File: config.mk
export PLATFORM = sky130hd
export DESIGN_NAME = mstb_unit
export DESIGN_NICKNAME = d
export VERILOG_FILES = /design/src/hdl/mstb_pkg.sv /design/src/hdl/mstb_unit.sv
export VERILOG_INCLUDE_DIRS = /design/src /design/src/hdl
export SDC_FILE = /design/constraint.sdc
export NUM_CORES = 1
export LEC_CHECK = 0
export BUFFER_PORTS_ARGS = -buffer_cell sky130_fd_sc_hd__buf_2
export CORE_UTILIZATION = 60
export CTS_BUF_LIST = sky130_fd_sc_hd__clkbuf_4 sky130_fd_sc_hd__clkbuf_8
export CTS_CLUSTER_DIAMETER = 150
export DETAILED_ROUTE_END_ITERATION = 8
export HOLD_SLACK_MARGIN = 0.08
export PLACE_DENSITY = 0.79
export SLEW_MARGIN = 5
export SYNTH_ARGS = -nofsm -noshare
export SYNTH_HDL_FRONTEND = slang
export SYNTH_SLANG_ARGS = --single-unit
export TNS_END_PERCENT = 30
File: constraint.sdc
create_clock -name i_clock -period 5.7 [get_ports i_clock]
set_input_delay 0 -clock i_clock [delete_from_list [all_inputs] [get_ports i_clock]]
set_output_delay 0 -clock i_clock [all_outputs]
set_load 0.05 [all_outputs]
File: src/hdl/mstb_params.svh
// constants for the memory service checksum and trace buffer block
`ifndef MSTB_PARAMS_SVH
`define MSTB_PARAMS_SVH

// ============================================================
// register indexes on the plain register port
`define MSTB_IDX_UPPER    3'h0
`define MSTB_IDX_INSERT   3'h1
`define MSTB_IDX_LENGTH   3'h2
`define MSTB_IDX_CTRL     3'h3
`define MSTB_IDX_STATUS   3'h4
`define MSTB_IDX_DATA     3'h5
`define MSTB_IDX_TAIL     3'h6

// ============================================================
// field positions
`define MSTB_CTRL_OP_LSB    0
`define MSTB_CTRL_OP_MSB    1
`define MSTB_CTRL_POL_LSB   2
`define MSTB_CTRL_POL_MSB   3
`define MSTB_STAT_RES_LSB   0
`define MSTB_STAT_RES_MSB   2
`define MSTB_STAT_WRAP_BIT  3
`define MSTB_UPPER_MSB      3

// ============================================================
// encodings
`define MSTB_OP_NONE      2'h0
`define MSTB_OP_CHECKSUM  2'h1
`define MSTB_OP_TRACE     2'h2
`define MSTB_POL_OVER     2'h0
`define MSTB_POL_STOP     2'h1
`define MSTB_POL_HSTALL   2'h2
`define MSTB_POL_HDISC    2'h3
`define MSTB_RES_DONE     3'h0
`define MSTB_RES_BUSY     3'h1
`define MSTB_RES_UNSUP    3'h2
`define MSTB_RES_BUSERR   3'h3
`define MSTB_RES_FAILED   3'h4
`define MSTB_RES_LOCKED   3'h5
`define MSTB_RES_CANCEL   3'h6

// ============================================================
// checksum and reset values
`define MSTB_CRC_POLY     32'hedb88320
`define MSTB_WORD_BYTES   32'h00000004
`define MSTB_RST_CTRL     4'h0
`define MSTB_RST_STATUS   4'h0
`define MSTB_RST_DATA     32'h00000000

`endif

File: src/hdl/mstb_pkg.sv
// types shared by the memory service checksum and trace buffer block
package mstb_pkg;

  // ============================================================
  // carriers
  typedef struct packed {
    logic        req;
    logic        we;
    logic [35:0] addr;
    logic [31:0] wdata;
  } mstb_bus_req_s;

  typedef struct packed {
    logic        ack;
    logic        err;
    logic [31:0] rdata;
  } mstb_bus_rsp_s;

  typedef struct packed {
    logic        valid;
    logic        sync;
    logic [31:0] data;
  } mstb_trace_s;

  // ============================================================
  // state
  typedef enum logic [2:0] {
    ST_IDLE,
    ST_CRC,
    ST_TR_WAIT,
    ST_TR_BUS,
    ST_TR_FULL
  } mstb_fsm_e;

  typedef struct packed {
    mstb_fsm_e     fsm;
    logic [3:0]    upper_address_reg;
    logic [29:0]   insert_pointer_reg;
    logic [31:0]   length;
    logic [1:0]    op;
    logic [1:0]    policy;
    logic [2:0]    result;
    logic          wrap;
    logic [31:0]   data;
    logic [29:0]   tail;
    logic [29:0]   start_lo;
    logic [31:0]   start_len;
    logic          need_sync;
    mstb_bus_req_s bus;
    logic          trace_ready;
    logic          sync_req;
    logic          halt_req;
    logic          cpu_stall;
    logic [31:0]   rdata;
  } mstb_state_s;

endpackage

File: src/hdl/mstb_unit.sv
// memory service unit: checksum engine and circular trace buffer writer
//
// Contract
// - checksum is reflected CRC32, polynomial edb88320, seeded from data register.
// - finished checksum stays uninverted in the data register.
// - under protection, checksum start forces address, length and data values.
// - checksum opcode starts the checksum; none opcode cancels a running one.
// - any other opcode during an operation aborts and reports cancelled.
// - outcome shows busy while running, done at end, unsupported if absent.
// - bus fault reports fault outcome, failing address left in address registers.
// - trace opcode makes the unit accept trace words.
// - circular buffer: insert pointer, tail pointer, upper bits form full address.
// - while storing, insert pointer is current address, length is bytes remaining.
// - at zero remaining, original pointer and length are restored.
// - buffer full when the insert pointer equals the tail register.
// - overwrite policy: keep going, set sticky wrap flag, request sync.
// - stop policy: full buffer returns to idle with done outcome.
// - halt-stall policy: request halt, stall the CPU until tail written.
// - halt-discard policy: request halt, drop words that do not fit.
// - any tail write, even unchanged, makes the whole buffer available.
// - after halt-discard resume, the first stored word is a sync message.
// - opcode 0 none, 1 checksum, 2 trace, others reserved.
// - policy 0 overwrite, 1 stop, 2 halt-stall, 3 halt-discard.
// - outcome 0 done,1 busy,2 unsupported,3 fault,4 failed,5 locked,6 cancelled.
// - upper register gives address bits 35:32, insert pointer bits 31:2.
`include "mstb_params.svh"

module mstb_unit #(
  parameter bit          HAS_CRC     = 1'b1,
  parameter bit          HAS_TRACE   = 1'b1,
  parameter logic [3:0]  PROT_UPPER  = 4'h0,
  parameter logic [29:0] PROT_INSERT = 30'h00000000,
  parameter logic [31:0] PROT_LENGTH = 32'h00010000,
  parameter logic [31:0] PROT_SEED   = 32'hffffffff
) (
  input  wire logic                 i_clock,      // core clock
  input  wire logic                 i_resetn,     // async reset, active low
  input  wire logic [2:0]           i_reg_addr,   // register index
  input  wire logic [31:0]          i_reg_wdata,  // register write data
  input  wire logic                 i_reg_wr,     // write strobe
  input  wire logic                 i_reg_rd,     // read strobe
  output logic [31:0]               o_reg_rdata,  // read data, next cycle
  input  wire logic                 i_protect,    // device protection active
  output mstb_pkg::mstb_bus_req_s   o_bus,        // system bus request
  input  wire mstb_pkg::mstb_bus_rsp_s i_bus,     // system bus response
  input  wire mstb_pkg::mstb_trace_s i_trace,     // trace word stream
  output logic                      o_trace_ready, // trace word accepted
  output logic                      o_sync_req,   // sync message request
  output logic                      o_halt_req,   // debug-mode entry request
  output logic                      o_cpu_stall   // hold the cpu
);

  // ============================================================
  // checksum of one word, lsb first
  function automatic logic [31:0] crc_word(input logic [31:0] crc,
                                           input logic [31:0] d);
    logic [31:0] c;
    c = crc;
    for (int i = 0; i < 32; i++) begin
      c = (c >> 1) ^ (`MSTB_CRC_POLY & {32{c[0] ^ d[i]}});
    end
    return c;
  endfunction

  // ============================================================
  // state
  mstb_pkg::mstb_state_s s;
  mstb_pkg::mstb_state_s next_s;

  logic        wr_ctrl;
  logic        wr_tail;
  logic [1:0]  wr_op;
  logic        busy;
  logic [29:0] adv_lo;
  logic [31:0] adv_len;
  logic        adv_wrap;

  assign wr_ctrl = i_reg_wr && (i_reg_addr == `MSTB_IDX_CTRL);
  assign wr_tail = i_reg_wr && (i_reg_addr == `MSTB_IDX_TAIL);
  assign wr_op   = i_reg_wdata[`MSTB_CTRL_OP_MSB:`MSTB_CTRL_OP_LSB];
  assign busy    = (s.fsm != mstb_pkg::ST_IDLE);

  // pointer advance for the trace engine, with wrap back to start
  always_comb begin
    adv_len  = s.length - `MSTB_WORD_BYTES;
    adv_wrap = (adv_len == 32'h00000000);
    adv_lo   = adv_wrap ? s.start_lo
                        : s.insert_pointer_reg + 30'h00000001;
    if (adv_wrap) begin
      adv_len = s.start_len;
    end
  end

  // ============================================================
  // next state
  always_comb begin
    next_s          = s;
    next_s.sync_req = 1'b0;
    next_s.halt_req = 1'b0;
    next_s.rdata    = 32'h00000000;

    // register reads
    if (i_reg_rd) begin
      if (i_reg_addr == `MSTB_IDX_UPPER) begin
        next_s.rdata = {28'h0000000, s.upper_address_reg};
      end else if (i_reg_addr == `MSTB_IDX_INSERT) begin
        next_s.rdata = {s.insert_pointer_reg, 2'h0};
      end else if (i_reg_addr == `MSTB_IDX_LENGTH) begin
        next_s.rdata = s.length;
      end else if (i_reg_addr == `MSTB_IDX_CTRL) begin
        next_s.rdata = {28'h0000000, s.policy, s.op};
      end else if (i_reg_addr == `MSTB_IDX_STATUS) begin
        next_s.rdata = {28'h0000000, s.wrap, s.result};
      end else if (i_reg_addr == `MSTB_IDX_DATA) begin
        next_s.rdata = s.data;
      end else if (i_reg_addr == `MSTB_IDX_TAIL) begin
        next_s.rdata = {s.tail, 2'h0};
      end else begin
        next_s.rdata = 32'h00000000;
      end
    end

    // register writes; engine-owned registers are frozen while busy
    if (i_reg_wr && !busy) begin
      if (i_reg_addr == `MSTB_IDX_UPPER) begin
        next_s.upper_address_reg = i_reg_wdata[`MSTB_UPPER_MSB:0];
      end else if (i_reg_addr == `MSTB_IDX_INSERT) begin
        next_s.insert_pointer_reg = i_reg_wdata[31:2];
      end else if (i_reg_addr == `MSTB_IDX_LENGTH) begin
        next_s.length = {i_reg_wdata[31:2], 2'h0};
      end else if (i_reg_addr == `MSTB_IDX_DATA) begin
        next_s.data = i_reg_wdata;
      end
    end
    if (wr_tail) begin
      next_s.tail = i_reg_wdata[31:2];
    end
    if (i_reg_wr && (i_reg_addr == `MSTB_IDX_STATUS) &&
        !i_reg_wdata[`MSTB_STAT_WRAP_BIT]) begin
      next_s.wrap = 1'b0;
    end

    // engines
    case (s.fsm)
      mstb_pkg::ST_IDLE: begin
        if (wr_ctrl) begin
          next_s.op     = wr_op;
          next_s.policy = i_reg_wdata[`MSTB_CTRL_POL_MSB:`MSTB_CTRL_POL_LSB];
          if (wr_op == `MSTB_OP_CHECKSUM) begin
            if (!HAS_CRC) begin
              next_s.result = `MSTB_RES_UNSUP;
              next_s.op     = `MSTB_OP_NONE;
            end else begin
              if (i_protect) begin
                next_s.upper_address_reg  = PROT_UPPER;
                next_s.insert_pointer_reg = PROT_INSERT;
                next_s.length             = PROT_LENGTH;
                next_s.data               = PROT_SEED;
              end
              next_s.result = `MSTB_RES_BUSY;
              if (next_s.length == 32'h00000000) begin
                next_s.result = `MSTB_RES_DONE;
                next_s.op     = `MSTB_OP_NONE;
              end else begin
                next_s.fsm       = mstb_pkg::ST_CRC;
                next_s.bus.req   = 1'b1;
                next_s.bus.we    = 1'b0;
                next_s.bus.addr  = {next_s.upper_address_reg,
                                    next_s.insert_pointer_reg, 2'h0};
              end
            end
          end else if (wr_op == `MSTB_OP_TRACE) begin
            if (!HAS_TRACE) begin
              next_s.result = `MSTB_RES_UNSUP;
              next_s.op     = `MSTB_OP_NONE;
            end else begin
              next_s.fsm         = mstb_pkg::ST_TR_WAIT;
              next_s.result      = `MSTB_RES_BUSY;
              next_s.start_lo    = s.insert_pointer_reg;
              next_s.start_len   = s.length;
              next_s.need_sync   = 1'b0;
              next_s.trace_ready = 1'b1;
            end
          end else if (wr_op != `MSTB_OP_NONE) begin
            next_s.result = `MSTB_RES_UNSUP;
            next_s.op     = `MSTB_OP_NONE;
          end
        end
      end

      mstb_pkg::ST_CRC: begin
        if (i_bus.err) begin
          // pointer still holds the failing word address
          next_s.bus.req = 1'b0;
          next_s.fsm     = mstb_pkg::ST_IDLE;
          next_s.result  = `MSTB_RES_BUSERR;
          next_s.op      = `MSTB_OP_NONE;
        end else if (i_bus.ack) begin
          next_s.data   = crc_word(s.data, i_bus.rdata);
          next_s.length = s.length - `MSTB_WORD_BYTES;
          if (s.length == `MSTB_WORD_BYTES) begin
            next_s.bus.req = 1'b0;
            next_s.fsm     = mstb_pkg::ST_IDLE;
            next_s.result  = `MSTB_RES_DONE;
            next_s.op      = `MSTB_OP_NONE;
          end else begin
            next_s.insert_pointer_reg = s.insert_pointer_reg +
                                        30'h00000001;
            next_s.bus.addr = {s.upper_address_reg,
                               next_s.insert_pointer_reg, 2'h0};
          end
        end
      end

      mstb_pkg::ST_TR_WAIT: begin
        if (i_trace.valid && s.trace_ready) begin
          if (s.need_sync && !i_trace.sync) begin
            next_s.trace_ready = 1'b1;
          end else begin
            next_s.need_sync   = 1'b0;
            next_s.trace_ready = 1'b0;
            next_s.fsm         = mstb_pkg::ST_TR_BUS;
            next_s.bus.req     = 1'b1;
            next_s.bus.we      = 1'b1;
            next_s.bus.addr    = {s.upper_address_reg,
                                  s.insert_pointer_reg, 2'h0};
            next_s.bus.wdata   = i_trace.data;
          end
        end
      end

      mstb_pkg::ST_TR_BUS: begin
        if (i_bus.err) begin
          next_s.bus.req = 1'b0;
          next_s.fsm     = mstb_pkg::ST_IDLE;
          next_s.result  = `MSTB_RES_BUSERR;
          next_s.op      = `MSTB_OP_NONE;
        end else if (i_bus.ack) begin
          next_s.bus.req     = 1'b0;
          next_s.insert_pointer_reg = adv_lo;
          next_s.length      = adv_len;
          next_s.fsm         = mstb_pkg::ST_TR_WAIT;
          next_s.trace_ready = 1'b1;
          if (adv_lo == s.tail) begin
            case (s.policy)
              `MSTB_POL_OVER: begin
                next_s.wrap     = 1'b1;
                next_s.sync_req = 1'b1;
              end
              `MSTB_POL_STOP: begin
                next_s.fsm         = mstb_pkg::ST_IDLE;
                next_s.result      = `MSTB_RES_DONE;
                next_s.op          = `MSTB_OP_NONE;
                next_s.trace_ready = 1'b0;
              end
              `MSTB_POL_HSTALL: begin
                next_s.fsm         = mstb_pkg::ST_TR_FULL;
                next_s.halt_req    = 1'b1;
                next_s.cpu_stall   = 1'b1;
                next_s.trace_ready = 1'b0;
              end
              default: begin
                // words are still taken so the cpu can reach debug mode
                next_s.fsm      = mstb_pkg::ST_TR_FULL;
                next_s.halt_req = 1'b1;
              end
            endcase
          end
        end
      end

      mstb_pkg::ST_TR_FULL: begin
        if (wr_tail) begin
          next_s.fsm         = mstb_pkg::ST_TR_WAIT;
          next_s.cpu_stall   = 1'b0;
          next_s.trace_ready = 1'b1;
          if (s.policy == `MSTB_POL_HDISC) begin
            next_s.need_sync = 1'b1;
            next_s.sync_req  = 1'b1;
          end
        end
      end

      default: begin
        next_s.fsm = mstb_pkg::ST_IDLE;
      end
    endcase

    // a different opcode aborts whatever runs; the bus request is dropped
    if (busy && wr_ctrl && (wr_op != s.op)) begin
      next_s.fsm         = mstb_pkg::ST_IDLE;
      next_s.result      = `MSTB_RES_CANCEL;
      next_s.op          = `MSTB_OP_NONE;
      next_s.bus.req     = 1'b0;
      next_s.trace_ready = 1'b0;
      next_s.cpu_stall   = 1'b0;
      next_s.need_sync   = 1'b0;
    end
  end

  always_ff @(posedge i_clock or negedge i_resetn) begin
    if (!i_resetn) begin
      s <= '0;
    end else begin
      s <= next_s;
    end
  end

  // ============================================================
  // outputs
  assign o_reg_rdata   = s.rdata;
  assign o_bus         = s.bus;
  assign o_trace_ready = s.trace_ready;
  assign o_sync_req    = s.sync_req;
  assign o_halt_req    = s.halt_req;
  assign o_cpu_stall   = s.cpu_stall;
endmodule

==> metrics.csv <==
metric;value;unit
report.final.hold_viol_count;0;
vias_per_cell;6.686;
drive_above_1_share;17.52;%
pin_count;214;
required;6250;ps
path_clk_slew;60;ps
cp.arrival;6000;ps
critPathLaunch;s[241];
ant_nets;0;
dieHeight;192.0;µm
postCtsSetupBuffers;0;
core_area;35570;µm²
async_flop_share;100.0;%
maxCapViolCount;0;
dieArea;36850;µm²
cp-start-kind;flop;
rsz0062_at_grt;false;
ys_warn_count;0;
dp_hpwl;59500;µm
critical_path_class;flop to flop;
worst_r2r_startpoint;s[241];
ys_ff_latch;306;
layoutNonFillerInstCount;3159;
first_iter_violations;2795;
fmax;183.4;MHz
fin_crit;5453;ps
slew_headroom;8.888;%
drtPass1Iterations;7;
cts_root_buf;clkbuf_8;
grt_use_total;47.11;%
cts_buffer_depth;3;
ys_seq_area_share;35.37;%
cts_tree;yes;
skew;27.40;ps
clkLatencyLatePin;660;ps
min_path_type;primary input to flop;
finalSetupViolations;0;
grt_pass1_vias;20314;
place.port_buffers;211;
dp.cells;2953;
cts_hold_buf;115;
grt_start_max_net_pins;125;
routed_wl;87260;µm
drc;0;
antenna_found_initial;2;
overflow;0;
die_w;192.0;µm
syn_inst;2500;
tightest_slew;1367;ps
hp-start;i_trace[5];
rows;69;
fin_setup_tns;0;ps
dpl_cell_area;22350;µm²
ys_types;78;
slew_viol_final;0;
area_delta_synth_final;13.65;%
min_period_over_period;95.67;%
ys.flop_type;dfrtp_1;
h-tree-depth;2;
clkSinkCount;306;
layout.nets;2779;
stdcell_area;24610;µm²
synth_edf_count;0;
syn-cell-area;21650;µm²
place.gp.congestion;1.014;
drt-wirelength-per-cell;27.62;µm
initial_utilization;60.87;%
grt_pass1_wl;127200;µm
critPathMaxFanout;27;
cts-resized-gates;0;
cts_made_buffers;52;
num_vias;21121;
syn_avg_cell_area;8.661;µm²
status;finished clean;
critical_path.endpoint_type;flop;
## metrics by stage
stage | worst slack [ps] | hold WS, ps | utilization [%]
2_1_floorplan | 1558 | -295.6 | -
3_3_place_gp | 643.0 | 104.8 | 62.85
3_5_place_dp | 528.7 | 118.3 | 62.85
4_1_cts | 515.1 | 80.24 | 69.15
5_1_grt | 157.4 | 109.9 | 69.15
6_report | 246.9 | 95.52 | 69.18
## path summary, 6_finish.rpt
| kind | end | slack [ps] | depth (start not counted) |
|---|---|---|---|
| min in group asynchronous | o_bus[36] | 600 | 4 |
| setup / recovery | o_halt_req | 250 | 14 |
| hold / removal | o_bus[5] | 100 | 4 |
| setup reg to reg | o_halt_req | 250 | 14 |
| hold reg to reg | o_bus[43] | 480 | 2 |
| max in group asynchronous | o_reg_rdata[9] | 4220 | 4 |
## cell type report
class | instances | area, µm²
Clock buffer | 77 | 984.7
Inverter | 37 | 138.9
Antenna cell | 4 | 10.01
Fill cell | 2776 | 10960
Tap cell | 461 | 576.8
Clock inverter | 10 | 90.09
Sequential cell | 306 | 7657
Multi-Input combinational cell | 1884 | 12480
Timing Repair Buffer | 380 | 2668
## synthesized netlist by cell type (all sizes together), types with 34 or more instances
cell | instances | area [µm²]
nor2b | 36 | 225.2
buf | 123 | 847.1
nand4 | 42 | 262.8
nand2 | 429 | 1610
nor3 | 54 | 270.3
mux2 | 59 | 664.4
o21ai | 174 | 870.8
nand3 | 80 | 400.4
inv | 35 | 131.4
dfrtp | 306 | 7657
a21oi | 106 | 530.5
o22ai | 34 | 212.7
xnor2 | 219 | 2087
clkbuf | 151 | 569.3
nor2 | 118 | 442.9
xor2 | 86 | 843.3
mux2i | 98 | 980.9
## layout by cell type, fill, tap and decap left out, drive strengths merged, types with 30 or more instances in the layout
cell / netlist / final
nand2: 429 / 429
dfrtp: 306 / 306
buf: 123 / 266
xnor2: 219 / 219
o21ai: 174 / 174
nor2: 118 / 118
dlygate4sd3: 0 / 114
a21oi: 106 / 106
mux2i: 98 / 98
xor2: 86 / 86
nand3: 80 / 80
clkbuf: 151 / 77
mux2: 59 / 59
nor3: 54 / 54
nand4: 42 / 42
inv: 35 / 37
nor2b: 36 / 36
o22ai: 34 / 34
or3: 30 / 30
o221ai: 30 / 30
## metal layers
| layer | track usage (%) | share of wire [%] |
|---|---|---|
| met1 | 59.76 | 37 |
| met2 | 70.69 | 44 |
| met3 | 13.65 | 13 |
| met4 | 29.09 | 6.9 |
| met5 | 0 | 0.034 |
## cells by family after synthesis
group | Yosys count | share of synthesized area (%)
simple gates | 882 | 18.72
compound gates | 510 | 15.09
xor+xnor | 323 | 15.45
buf+inv | 311 | 7.183
flops | 306 | 35.37
mux | 157 | 7.599
fa+ha+maj | 10 | 0.5779
other cells | 1 | 0.01732
## critical path, stage by stage (launching register included)
cell      delay [ps]
dfrtp_1          550
ha_1             210
or4b_2           630
nor4_1           300
nand4_1          130
nor4_1           660
and4_1           300
buf_4            320
a21boi_0         190
o21ai_0          300
nand4_1          150
nor4_1           500
nand2_1          100
nor4_1           650
nor4b_1          320
## sequential cells by signal, indices dropped and copies added, names as in the netlist
signal         flops
o_bus             68
o_cpu_stall        1
o_halt_req         1
o_reg_rdata       32
o_sync_req         1
o_trace_ready      1
s                202
Power is left out: the tool's default activity adds up to more than one toggle a clock period on the data nets, which glitch-free logic cannot reach.
